===== src/pkg/omcc_pkg.sv =====
// Constants, field layout and state types for the operating mode clock control.
// Assumes a single 250 MHz core clock; oscillator cycles arrive as enable ticks.
package omcc_pkg;

	// ============================================================
	// Register map
	localparam int REG_ADDR_W = 2;
	localparam logic [REG_ADDR_W-1:0] CMC_OFFSET = 2'h0;
	localparam logic [7:0] CMC_RESET = 8'h03;
	localparam int DIV_MSB = 7;
	localparam int DIV_LSB = 5;
	localparam int QWE_BIT = 4;
	localparam int SRDY_BIT = 3;
	localparam int FRDY_BIT = 2;
	localparam int IDLE_BIT = 1;
	localparam int FULL_BIT = 0;

	// ============================================================
	// Clock selection
	localparam logic [2:0] DIV_SLOW_MAX = 3'h1;
	localparam logic [3:0] DIV_SHIFT_BASE = 4'h8;
	localparam logic [2:0] SHIFT_FULL = 3'h0;

	// ============================================================
	// Oscillator ready counts, in oscillator cycles
	localparam int RDY_W = 8;
	localparam logic [RDY_W-1:0] FAST_XTAL_CYCLES = 8'h80;
	localparam logic [RDY_W-1:0] FAST_RC_CYCLES = 8'h10;
	localparam logic [RDY_W-1:0] SLOW_RC_CYCLES = 8'h02;

	// ============================================================
	// Reported operating modes
	localparam logic [2:0] MODE_NORMAL = 3'h0;
	localparam logic [2:0] MODE_SLOW = 3'h1;
	localparam logic [2:0] MODE_IDLE_OSC_OFF = 3'h2;
	localparam logic [2:0] MODE_IDLE_OSC_ON = 3'h3;
	localparam logic [2:0] MODE_DEEP_SLEEP = 3'h4;
	localparam logic [2:0] MODE_SLEEP_SLOW_CLOCKS_ON = 3'h5;
	localparam logic [2:0] MODE_WAKE = 3'h6;

	// ============================================================
	// Controller states
	typedef enum logic [2:0] {
		OMCC_RUN = 3'h0,
		OMCC_WAKE = 3'h1,
		OMCC_IDLE_OSC_ON = 3'h3,
		OMCC_IDLE_OSC_OFF = 3'h2,
		OMCC_SLEEP_SLOW_CLOCKS_ON = 3'h6,
		OMCC_DEEP_SLEEP = 3'h7
	} omcc_state_t;

endpackage : omcc_pkg


===== src/hdl/omcc_ready_timer.sv =====
// Oscillator ready timer: counts oscillator ticks after the oscillator is enabled.
// Assumes tick is a one-cycle enable per oscillator cycle, synchronous to clk.
`timescale 1ns/1ps
`default_nettype none
module omcc_ready_timer #(
	parameter int CW = 8
) (
	input wire logic clk,
	input wire logic nrst,
	input wire logic enable,
	input wire logic tick,
	input wire logic [CW-1:0] threshold,
	output logic ready
);

	logic [CW-1:0] count_reg;

	// ============================================================
	// Tick counter, cleared while the oscillator is off
	always_ff @(posedge clk or negedge nrst) begin
		if (!nrst) begin
			count_reg <= '0;
		end else if (!enable) begin
			count_reg <= '0;
		end else if (tick && (count_reg < threshold)) begin
			count_reg <= count_reg + 1'b1;
		end
	end

	// ============================================================
	// Ready flag
	always_ff @(posedge clk or negedge nrst) begin
		if (!nrst) begin
			ready <= 1'b0;
		end else begin
			ready <= enable && (count_reg >= threshold);
		end
	end

endmodule : omcc_ready_timer
`default_nettype wire


===== src/hdl/omcc_core.sv =====
// Operating mode and system clock control: mode sequencing, clock source choice,
// glitch-free source switching, oscillator ready flags and halt status flags.
// Assumes oscillator cycles arrive as one-cycle ticks synchronous to clk, and
// that halt, wake and strap inputs are synchronous to clk.
`timescale 1ns/1ps
`default_nettype none
// Notes on behaviour
// - Six modes: normal, slow running; idle_osc_off, idle_osc_on, deep_sleep, sleep_slow_clocks_on with CPU off.
// - Halt, no idle, watchdog and detector off: deep sleep stops all slow clocks.
// - Voltage detect on blocks deep sleep; such halt enters sleep with slow clocks.
// - Slow-clock sleep keeps wake-assist and watchdog clocks only if needed.
// - Idle with oscillator off stops system oscillator, keeps slow peripheral clocks.
// - Idle with oscillator on keeps system clock for peripherals, CPU stopped.
// - Divider select 000/001 gives slow clock, 010..111 fast over 64..2.
// - Full-speed select high gives undivided fast clock.
// - Moving to slow clock switches fast oscillator off.
// - Normal mode runs CPU from fast clock divided 1 to 64.
// - Slow ready low in deep sleep, rises 1 to 2 slow cycles later.
// - Fast ready clears when stopped, rises after 128 crystal or 15-16 RC cycles.
// - Halt enters idle if idle-on-halt set, else sleep.
// - Quick wake only with crystal; wake-assist clock then drives system.
// - Quick wake only from slow-clock sleep or oscillator-off idle.
// - Quick wake runs from wake-assist clock until fast ready, then crystal.
// - With internal RC, wake waits on oscillator ready, quick wake ignored.
// - No quick wake from deep sleep, slow oscillator is off there.
// - Halt sets power-down flag and clears watchdog expired flag.
// - Leave sleep or idle on port A falling edge or system interrupt.
module omcc_core #(
	parameter int PORTA_W = 8
) (
	input wire logic clk,
	input wire logic nrst,
	input wire logic [omcc_pkg::REG_ADDR_W-1:0] reg_addr,
	input wire logic [7:0] reg_wdata,
	input wire logic reg_wr,
	input wire logic reg_rd,
	output logic [7:0] reg_rdata,
	input wire logic external_crystal_osc,
	input wire logic watchdog_enable,
	input wire logic watchdog_on_assist,
	input wire logic voltage_detect_enable,
	input wire logic keep_sysclk_on,
	input wire logic fast_osc_tick,
	input wire logic slow_osc_tick,
	input wire logic halt,
	input wire logic sys_irq,
	input wire logic [PORTA_W-1:0] porta_in,
	input wire logic watchdog_timeout,
	input wire logic powerdown_clear,
	output logic system_clock_en,
	output logic cpu_run,
	output logic fast_osc_enable,
	output logic slow_osc_enable,
	output logic wake_assist_clock_run,
	output logic watchdog_detector_clock_run,
	output logic timebase_clock_run,
	output logic watchdog_stop,
	output logic watchdog_clear,
	output logic [2:0] op_mode,
	output logic powerdown_flag,
	output logic watchdog_expired_flag
);
	import omcc_pkg::*;

	// ============================================================
	// Declarations
	omcc_state_t state_reg;
	omcc_state_t origin_reg;
	logic [2:0] divider_select;
	logic quick_wake_enable;
	logic idle_on_halt;
	logic full_speed_select;
	logic fast_osc_ready;
	logic slow_osc_ready;
	logic assist_reg;
	logic active_slow_reg;
	logic [2:0] active_shift_reg;
	logic [5:0] div_cnt_reg;
	logic [PORTA_W-1:0] porta_prev_reg;
	logic [5:0] div_mask;
	logic fast_pulse;
	logic src_pulse;
	logic gate_on;
	logic reg_wants_slow;
	logic target_slow;
	logic [2:0] target_shift;
	logic target_ready;
	logic switch_now;
	logic low_power;
	logic wake_event;
	logic halt_take;
	logic quick_ok;
	logic fast_need;
	logic assist_need;
	logic [RDY_W-1:0] fast_threshold;

	function automatic logic [2:0] shift_of(input logic full, input logic [2:0] div);
		if (full) begin
			return SHIFT_FULL;
		end
		return 3'(DIV_SHIFT_BASE - {1'b0, div});
	endfunction : shift_of

	// ============================================================
	// Control register
	always_ff @(posedge clk or negedge nrst) begin
		if (!nrst) begin
			divider_select <= CMC_RESET[DIV_MSB:DIV_LSB];
			quick_wake_enable <= CMC_RESET[QWE_BIT];
			idle_on_halt <= CMC_RESET[IDLE_BIT];
			full_speed_select <= CMC_RESET[FULL_BIT];
		end else if (reg_wr && (reg_addr == CMC_OFFSET)) begin
			divider_select <= reg_wdata[DIV_MSB:DIV_LSB];
			quick_wake_enable <= reg_wdata[QWE_BIT];
			idle_on_halt <= reg_wdata[IDLE_BIT];
			full_speed_select <= reg_wdata[FULL_BIT];
		end
	end

	always_ff @(posedge clk or negedge nrst) begin
		if (!nrst) begin
			reg_rdata <= 8'h00;
		end else if (reg_rd && (reg_addr == CMC_OFFSET)) begin
			reg_rdata <= {divider_select, quick_wake_enable, slow_osc_ready,
				fast_osc_ready, idle_on_halt, full_speed_select};
		end else begin
			reg_rdata <= 8'h00;
		end
	end

	// ============================================================
	// Clock source choice
	// Divider select decode
	assign reg_wants_slow = !full_speed_select && (divider_select <= DIV_SLOW_MAX);
	assign target_slow = assist_reg || reg_wants_slow;
	assign target_shift = shift_of(full_speed_select, divider_select);
	assign target_ready = target_slow ? slow_osc_ready : fast_osc_ready;
	assign gate_on = (state_reg == OMCC_RUN) || (state_reg == OMCC_IDLE_OSC_ON);
	// Fast divide by power of two
	assign div_mask = 6'((7'h01 << active_shift_reg) - 7'h01);
	assign fast_pulse = fast_osc_tick && ((div_cnt_reg & div_mask) == div_mask);
	assign src_pulse = active_slow_reg ? slow_osc_tick : fast_pulse;
	assign switch_now = ((target_slow != active_slow_reg) ||
		(!target_slow && (target_shift != active_shift_reg))) &&
		target_ready && (src_pulse || !gate_on);

	always_ff @(posedge clk or negedge nrst) begin
		if (!nrst) begin
			active_slow_reg <= 1'b0;
			active_shift_reg <= SHIFT_FULL;
		end else if (switch_now) begin
			active_slow_reg <= target_slow;
			active_shift_reg <= target_slow ? active_shift_reg : target_shift;
		end
	end

	always_ff @(posedge clk or negedge nrst) begin
		if (!nrst) begin
			div_cnt_reg <= 6'h00;
		end else if (switch_now) begin
			div_cnt_reg <= 6'h00;
		end else if (fast_osc_tick) begin
			div_cnt_reg <= div_cnt_reg + 6'h01;
		end
	end

	always_ff @(posedge clk or negedge nrst) begin
		if (!nrst) begin
			system_clock_en <= 1'b0;
		end else begin
			system_clock_en <= src_pulse && gate_on && !switch_now;
		end
	end

	// ============================================================
	// Mode sequencing
	assign low_power = (state_reg == OMCC_IDLE_OSC_OFF) || (state_reg == OMCC_IDLE_OSC_ON) ||
		(state_reg == OMCC_DEEP_SLEEP) || (state_reg == OMCC_SLEEP_SLOW_CLOCKS_ON);
	// Port A falling edge or interrupt
	assign wake_event = sys_irq || (|(porta_prev_reg & ~porta_in));
	assign halt_take = halt && (state_reg == OMCC_RUN);
	assign quick_ok = external_crystal_osc && quick_wake_enable &&
		((origin_reg == OMCC_SLEEP_SLOW_CLOCKS_ON) || (origin_reg == OMCC_IDLE_OSC_OFF));

	always_ff @(posedge clk or negedge nrst) begin
		if (!nrst) begin
			porta_prev_reg <= '0;
		end else begin
			porta_prev_reg <= porta_in;
		end
	end

	always_ff @(posedge clk or negedge nrst) begin
		if (!nrst) begin
			state_reg <= OMCC_RUN;
			origin_reg <= OMCC_RUN;
		end else begin
			unique case (state_reg)
				OMCC_RUN: begin
					if (halt) begin
						if (idle_on_halt) begin
							state_reg <= keep_sysclk_on ? OMCC_IDLE_OSC_ON : OMCC_IDLE_OSC_OFF;
						end else if (watchdog_enable || voltage_detect_enable) begin
							state_reg <= OMCC_SLEEP_SLOW_CLOCKS_ON;
						end else begin
							state_reg <= OMCC_DEEP_SLEEP;
						end
					end
				end
				OMCC_IDLE_OSC_ON: begin
					if (wake_event) begin
						state_reg <= OMCC_RUN;
					end
				end
				OMCC_IDLE_OSC_OFF, OMCC_DEEP_SLEEP, OMCC_SLEEP_SLOW_CLOCKS_ON: begin
					if (wake_event) begin
						origin_reg <= state_reg;
						state_reg <= OMCC_WAKE;
					end
				end
				OMCC_WAKE: begin
					if (reg_wants_slow ? slow_osc_ready : fast_osc_ready) begin
						state_reg <= OMCC_RUN;
					end else if (quick_ok && slow_osc_ready) begin
						state_reg <= OMCC_RUN;
					end
				end
				default: begin
					state_reg <= OMCC_RUN;
				end
			endcase
		end
	end

	always_ff @(posedge clk or negedge nrst) begin
		if (!nrst) begin
			assist_reg <= 1'b0;
		end else if (fast_osc_ready || (state_reg != OMCC_WAKE && state_reg != OMCC_RUN)) begin
			assist_reg <= 1'b0;
		end else if ((state_reg == OMCC_WAKE) && quick_ok && slow_osc_ready &&
			!reg_wants_slow) begin
			assist_reg <= 1'b1;
		end
	end

	// ============================================================
	// Oscillator and clock enables
	// Fast off once register-selected slow is active
	assign fast_need = ((state_reg == OMCC_RUN) || (state_reg == OMCC_WAKE) ||
		(state_reg == OMCC_IDLE_OSC_ON)) && (!reg_wants_slow || !active_slow_reg);
	// Slow-clock sleep keeps what is needed
	assign assist_need = (state_reg == OMCC_SLEEP_SLOW_CLOCKS_ON) ?
		(voltage_detect_enable || (watchdog_enable && watchdog_on_assist)) :
		(state_reg != OMCC_DEEP_SLEEP);
	assign fast_threshold = external_crystal_osc ? FAST_XTAL_CYCLES : FAST_RC_CYCLES;

	always_ff @(posedge clk or negedge nrst) begin
		if (!nrst) begin
			fast_osc_enable <= 1'b1;
			slow_osc_enable <= 1'b1;
			wake_assist_clock_run <= 1'b1;
			watchdog_detector_clock_run <= 1'b1;
			timebase_clock_run <= 1'b1;
			cpu_run <= 1'b0;
			watchdog_stop <= 1'b0;
		end else begin
			fast_osc_enable <= fast_need;
			// Slow oscillator off in deep sleep
			slow_osc_enable <= (state_reg != OMCC_DEEP_SLEEP);
			wake_assist_clock_run <= assist_need;
			watchdog_detector_clock_run <= assist_need;
			// Time base runs in both idles
			timebase_clock_run <= (state_reg != OMCC_DEEP_SLEEP) && (state_reg != OMCC_SLEEP_SLOW_CLOCKS_ON);
			cpu_run <= (state_reg == OMCC_RUN);
			watchdog_stop <= (state_reg == OMCC_DEEP_SLEEP);
		end
	end

	always_ff @(posedge clk or negedge nrst) begin
		if (!nrst) begin
			op_mode <= MODE_NORMAL;
		end else begin
			unique case (state_reg)
				OMCC_RUN: op_mode <= active_slow_reg ? MODE_SLOW : MODE_NORMAL;
				OMCC_WAKE: op_mode <= MODE_WAKE;
				OMCC_IDLE_OSC_OFF: op_mode <= MODE_IDLE_OSC_OFF;
				OMCC_IDLE_OSC_ON: op_mode <= MODE_IDLE_OSC_ON;
				OMCC_DEEP_SLEEP: op_mode <= MODE_DEEP_SLEEP;
				OMCC_SLEEP_SLOW_CLOCKS_ON: op_mode <= MODE_SLEEP_SLOW_CLOCKS_ON;
				default: op_mode <= MODE_NORMAL;
			endcase
		end
	end

	// ============================================================
	// Ready timers
	// Fast ready count
	omcc_ready_timer #(.CW(RDY_W)) u_fast_ready (
		.clk(clk),
		.nrst(nrst),
		.enable(fast_osc_enable),
		.tick(fast_osc_tick),
		.threshold(fast_threshold),
		.ready(fast_osc_ready)
	);

	omcc_ready_timer #(.CW(RDY_W)) u_slow_ready (
		.clk(clk),
		.nrst(nrst),
		.enable(slow_osc_enable),
		.tick(slow_osc_tick),
		.threshold(SLOW_RC_CYCLES),
		.ready(slow_osc_ready)
	);

	// ============================================================
	// Halt status flags
	// Power-down set, expired cleared
	always_ff @(posedge clk or negedge nrst) begin
		if (!nrst) begin
			powerdown_flag <= 1'b0;
			watchdog_expired_flag <= 1'b0;
			watchdog_clear <= 1'b0;
		end else begin
			powerdown_flag <= halt_take || (powerdown_flag && !powerdown_clear);
			watchdog_expired_flag <= watchdog_timeout || (watchdog_expired_flag && !halt_take);
			watchdog_clear <= halt_take;
		end
	end
endmodule : omcc_core
`default_nettype wire


===== config.mk =====
export PLATFORM = sky130hd
export DESIGN_NAME = omcc_core
export DESIGN_NICKNAME = d
export VERILOG_FILES = /design/src/pkg/omcc_pkg.sv /design/src/hdl/omcc_ready_timer.sv /design/src/hdl/omcc_core.sv
export SDC_FILE = /design/constraint.sdc
export NUM_CORES = 1
export LEC_CHECK = 0
export BUFFER_PORTS_ARGS = -buffer_cell sky130_fd_sc_hd__buf_2
export CORE_MARGIN = 4
export CORE_UTILIZATION = 59
export CTS_CLUSTER_DIAMETER = 60
export DETAILED_ROUTE_END_ITERATION = 8
export GPL_ROUTABILITY_DRIVEN = 1
export PLACE_DENSITY = 0.84
export SETUP_SLACK_MARGIN = 0.02
export SYNTH_ARGS = -nofsm -noshare
export SYNTH_HDL_FRONTEND = slang
export SYNTH_SLANG_ARGS = --single-unit
export TNS_END_PERCENT = 50

===== constraint.sdc =====
create_clock -name clk -period 4.4 [get_ports clk]
set_clock_uncertainty 0.1 [all_clocks]
set_input_delay 0.22 -clock clk [delete_from_list [all_inputs] [get_ports clk]]
set_output_delay 0.22 -clock clk [all_outputs]
set_load 0.005 [all_outputs]

==> results.tsv <==
metric	value	unit
YS warnings	0	
MaxCap Viol Count	0	
commonest cells in the synthesized netlist	dfrtp_1, inv_1, nor2_1, and2_1, nand2_1	
Final min period	2.33	ns
Setup Crit Path Kind	reg2reg	
register area	1730	um^2
first-pass GRT wire length	10.2	mm
EDFF count, synth	0	
Clock Latency Late Sink	0.34	ns
CP Buf/Inv Count	1	
Cell Pwr Density	526	nW/um^2
Slew headroom	0.272	
Syn Nets	318	
unrepaired setup endpoints after global routing	false	
Finished Cell Area	3670	um^2
Mapped Area	3040	um^2
Pint	1.25	mW
startpoint types	register	
Yosys top cell area share	0.518	
mux cell area share after synthesis	0.0214	
Post-CTS Setup Repair Bufs	0	
final core utilization	0.758	
Tcrit/Tclk final	0.528	
Mapped Cells	276	
area share of fa/ha/maj cells after synthesis	0.0370	
TNS Setup	0	ns
top_reg_cell synth	dfrtp_1	
CTS tree	done	
clock sinks	69	
Starting Density	0.628	
Synth area leaders	dfrtp_1, dfstp_2, and2_1	
DRT Wirelength	5.87	mm
hold path cells	2	
Required @ worst endpoint	4.56	ns
TritonRoute pass-1 iters	4	
DRT iter0 DRCs	91	
die width	79.8	um
Flop pwr share	0.488	
crit path DAT	2.49	ns
Synth area leader	dfrtp_1	
Post-Synth XOR/XNOR Area	0.0489	
flops & latches, synth	69	
CP Cell Sequence	inv_1 -> ha_1 -> nand2_1 -> or4_1 -> a32o_1 -> a31oi_1 -> nor2_1 -> nor2_1	
setup violators final	0	
placed inst area	3370	um^2
Final Net Count	389	
Num CTS Buffers	9	
largest family of logic cells by synthesized area	simple AND/OR/NAND/NOR gates	
synthesis-to-layout area growth	20.7	%
Core Footprint	4850	um^2
synth unique cells	52	
post-synthesis compound-gate area fraction	0.116	
ant diodes	0	
simple-gate share of the synthesized area	0.170	
Comb power frac	0.279	
Worst Path Max Fanout	7	
min-delay worst type	in2reg	
grt ovf	0	
worst slack at placement	2.08	ns
clock share of power	0.233	
Crit-path slowest cell	dfrtp_1	
antenna-violating nets left	0	
switching share of total power	0.351	
Syn Area/Cell	11.0	um^2
crit end category	register	
LEAKAGE	1.77	nW
Critical Path Stages	8	
Reg2Reg Depth	8	
port bufs	52	
Crit path top cell by count	nor2_1	
CTS H-tree depth	3	
initial antenna violation count	0	
# IOs	55	
Multi-input gate area	1200	um^2
largest net degree at the start of global routing	70	
gp weighted congestion	0.795	
post-synthesis sequential area ratio	0.570	
most frequent cell after synthesis	dfrtp_1	
die height	79.8	um
Rows	25	
DIE AREA	6370	um^2
DRC viols	0	
final std cells w/o fill	419	
WL per Instance	14.0	um
GRT Util Overall	0.211	
FFs w/ async S/R, synth	1.00	
dpl cells	390	
delay-heaviest family, CP	simple AND/OR/NAND/NOR gates	
clk slew on worst S/H paths	0.07	ns
fill cell count	342	
vias in the first global route	2264	
HPWL Detailed	3.98	mm
Peak Freq	430	MHz
root buffer cell	clkbuf_8	
Final WS setup	2.07	ns
Vias	2222	
Clock Path Buffers	2	
status	finished, final reports clean	
Psw	0.679	mW
CP max stage delay	0.44	ns
Vias/cell	5.30	
worst-margin pin slew	1.09	ns
IR drop worst, VDD	385	uV
fin. max-slew vios	0	
Hold Fails Final Rpt	0	
layout cell share with drive strength beyond 1	0.244	
## metal layers
| layer | share of wire | vias up | global-route usage |
|---|---|---|---|
| li1 | - | 1084 | - |
| met2 | 0.50 | 50 | 0.366 |
| met5 | 0 | - | 0 |
| met4 | 0.021 | 0 | 0.0946 |
| met1 | 0.43 | 1075 | 0.246 |
| met3 | 0.047 | 13 | 0.0519 |
## kinds of logic (layout without fill, tap and decap cells)
kind of cell	after synthesis	in the layout
buffers and inverters	29	105
and+or+nand+nor	95	95
muxes	6	6
adders and majority gates	9	9
AOI/OAI and AO/OA	51	51
DFF	69	69
xor gates and xnor gates	17	17
## worst paths after layout
path | startpoint | end | slack, ns
max | divider_select[0] | div_cnt_reg[5] | 2.07
min | reg_wdata[1] | idle_on_halt | 0.02
max reg2reg | divider_select[0] | div_cnt_reg[5] | 2.07
min reg2reg | origin_reg[0] | origin_reg[0] | 0.38
max in group asynchronous | nrst | u_slow_ready.count_reg[4] | 3.17
min in group asynchronous | nrst | reg_rdata[5] | 0.49
## layout make-up
cell class | count | share of cell area
Inverter | 23 | 0.0235
Tap cell | 67 | 0.0228
Sequential cell | 69 | 0.472
Multi-Input combinational cell | 178 | 0.326
Timing Repair Buffer | 66 | 0.108
Clock buffer | 10 | 0.0375
Clock inverter | 6 | 0.0106
## stage by stage
step / hold slack [ns] / power [mW]
6_report: 0.0153 / 1.93
5_1_grt: 0.00499 / 2.08
4_1_cts: 0.00593 / 1.94
3_5_place_dp: 0.245 / 1.48
3_3_place_gp: 0.243 / 1.45
2_1_floorplan: -0.176 / 1.30
## power groups by stage
stage                     Combinational [mW]  Clock [mW]  Sequential (mW)
final                                  0.540       0.451            0.943
after global routing                   0.615       0.493            0.969
after CTS                              0.543       0.458            0.940
after detailed placement               0.530           0            0.952
after global placement                 0.503           0            0.946
after floorplan                        0.409           0            0.890
## what timing repair did
| action | 4_1_cts | 5_1_grt |
|---|---|---|
| hold buffers | 13 | 0 |
| resized for setup | 0 | 0 |
| endpoints found under the hold margin | 51 | 0 |
## cells in the final DEF (no fill, tap or decap), drive strengths merged, types with 3 or more instances in the layout
master	instances
ha	9
xnor2	10
nand4	4
inv	23
xor2	7
dfstp	6
nor2	21
a21oi	10
nor3	4
mux2	4
nand3	6
clkinv	4
buf	53
o21ai	14
nor2b	6
dfrtp	63
a21boi	4
and2	20
nand2	17
nor3b	3
clkbuf	10
dlygate4sd3	13
(Power assumes the default switching activity.)
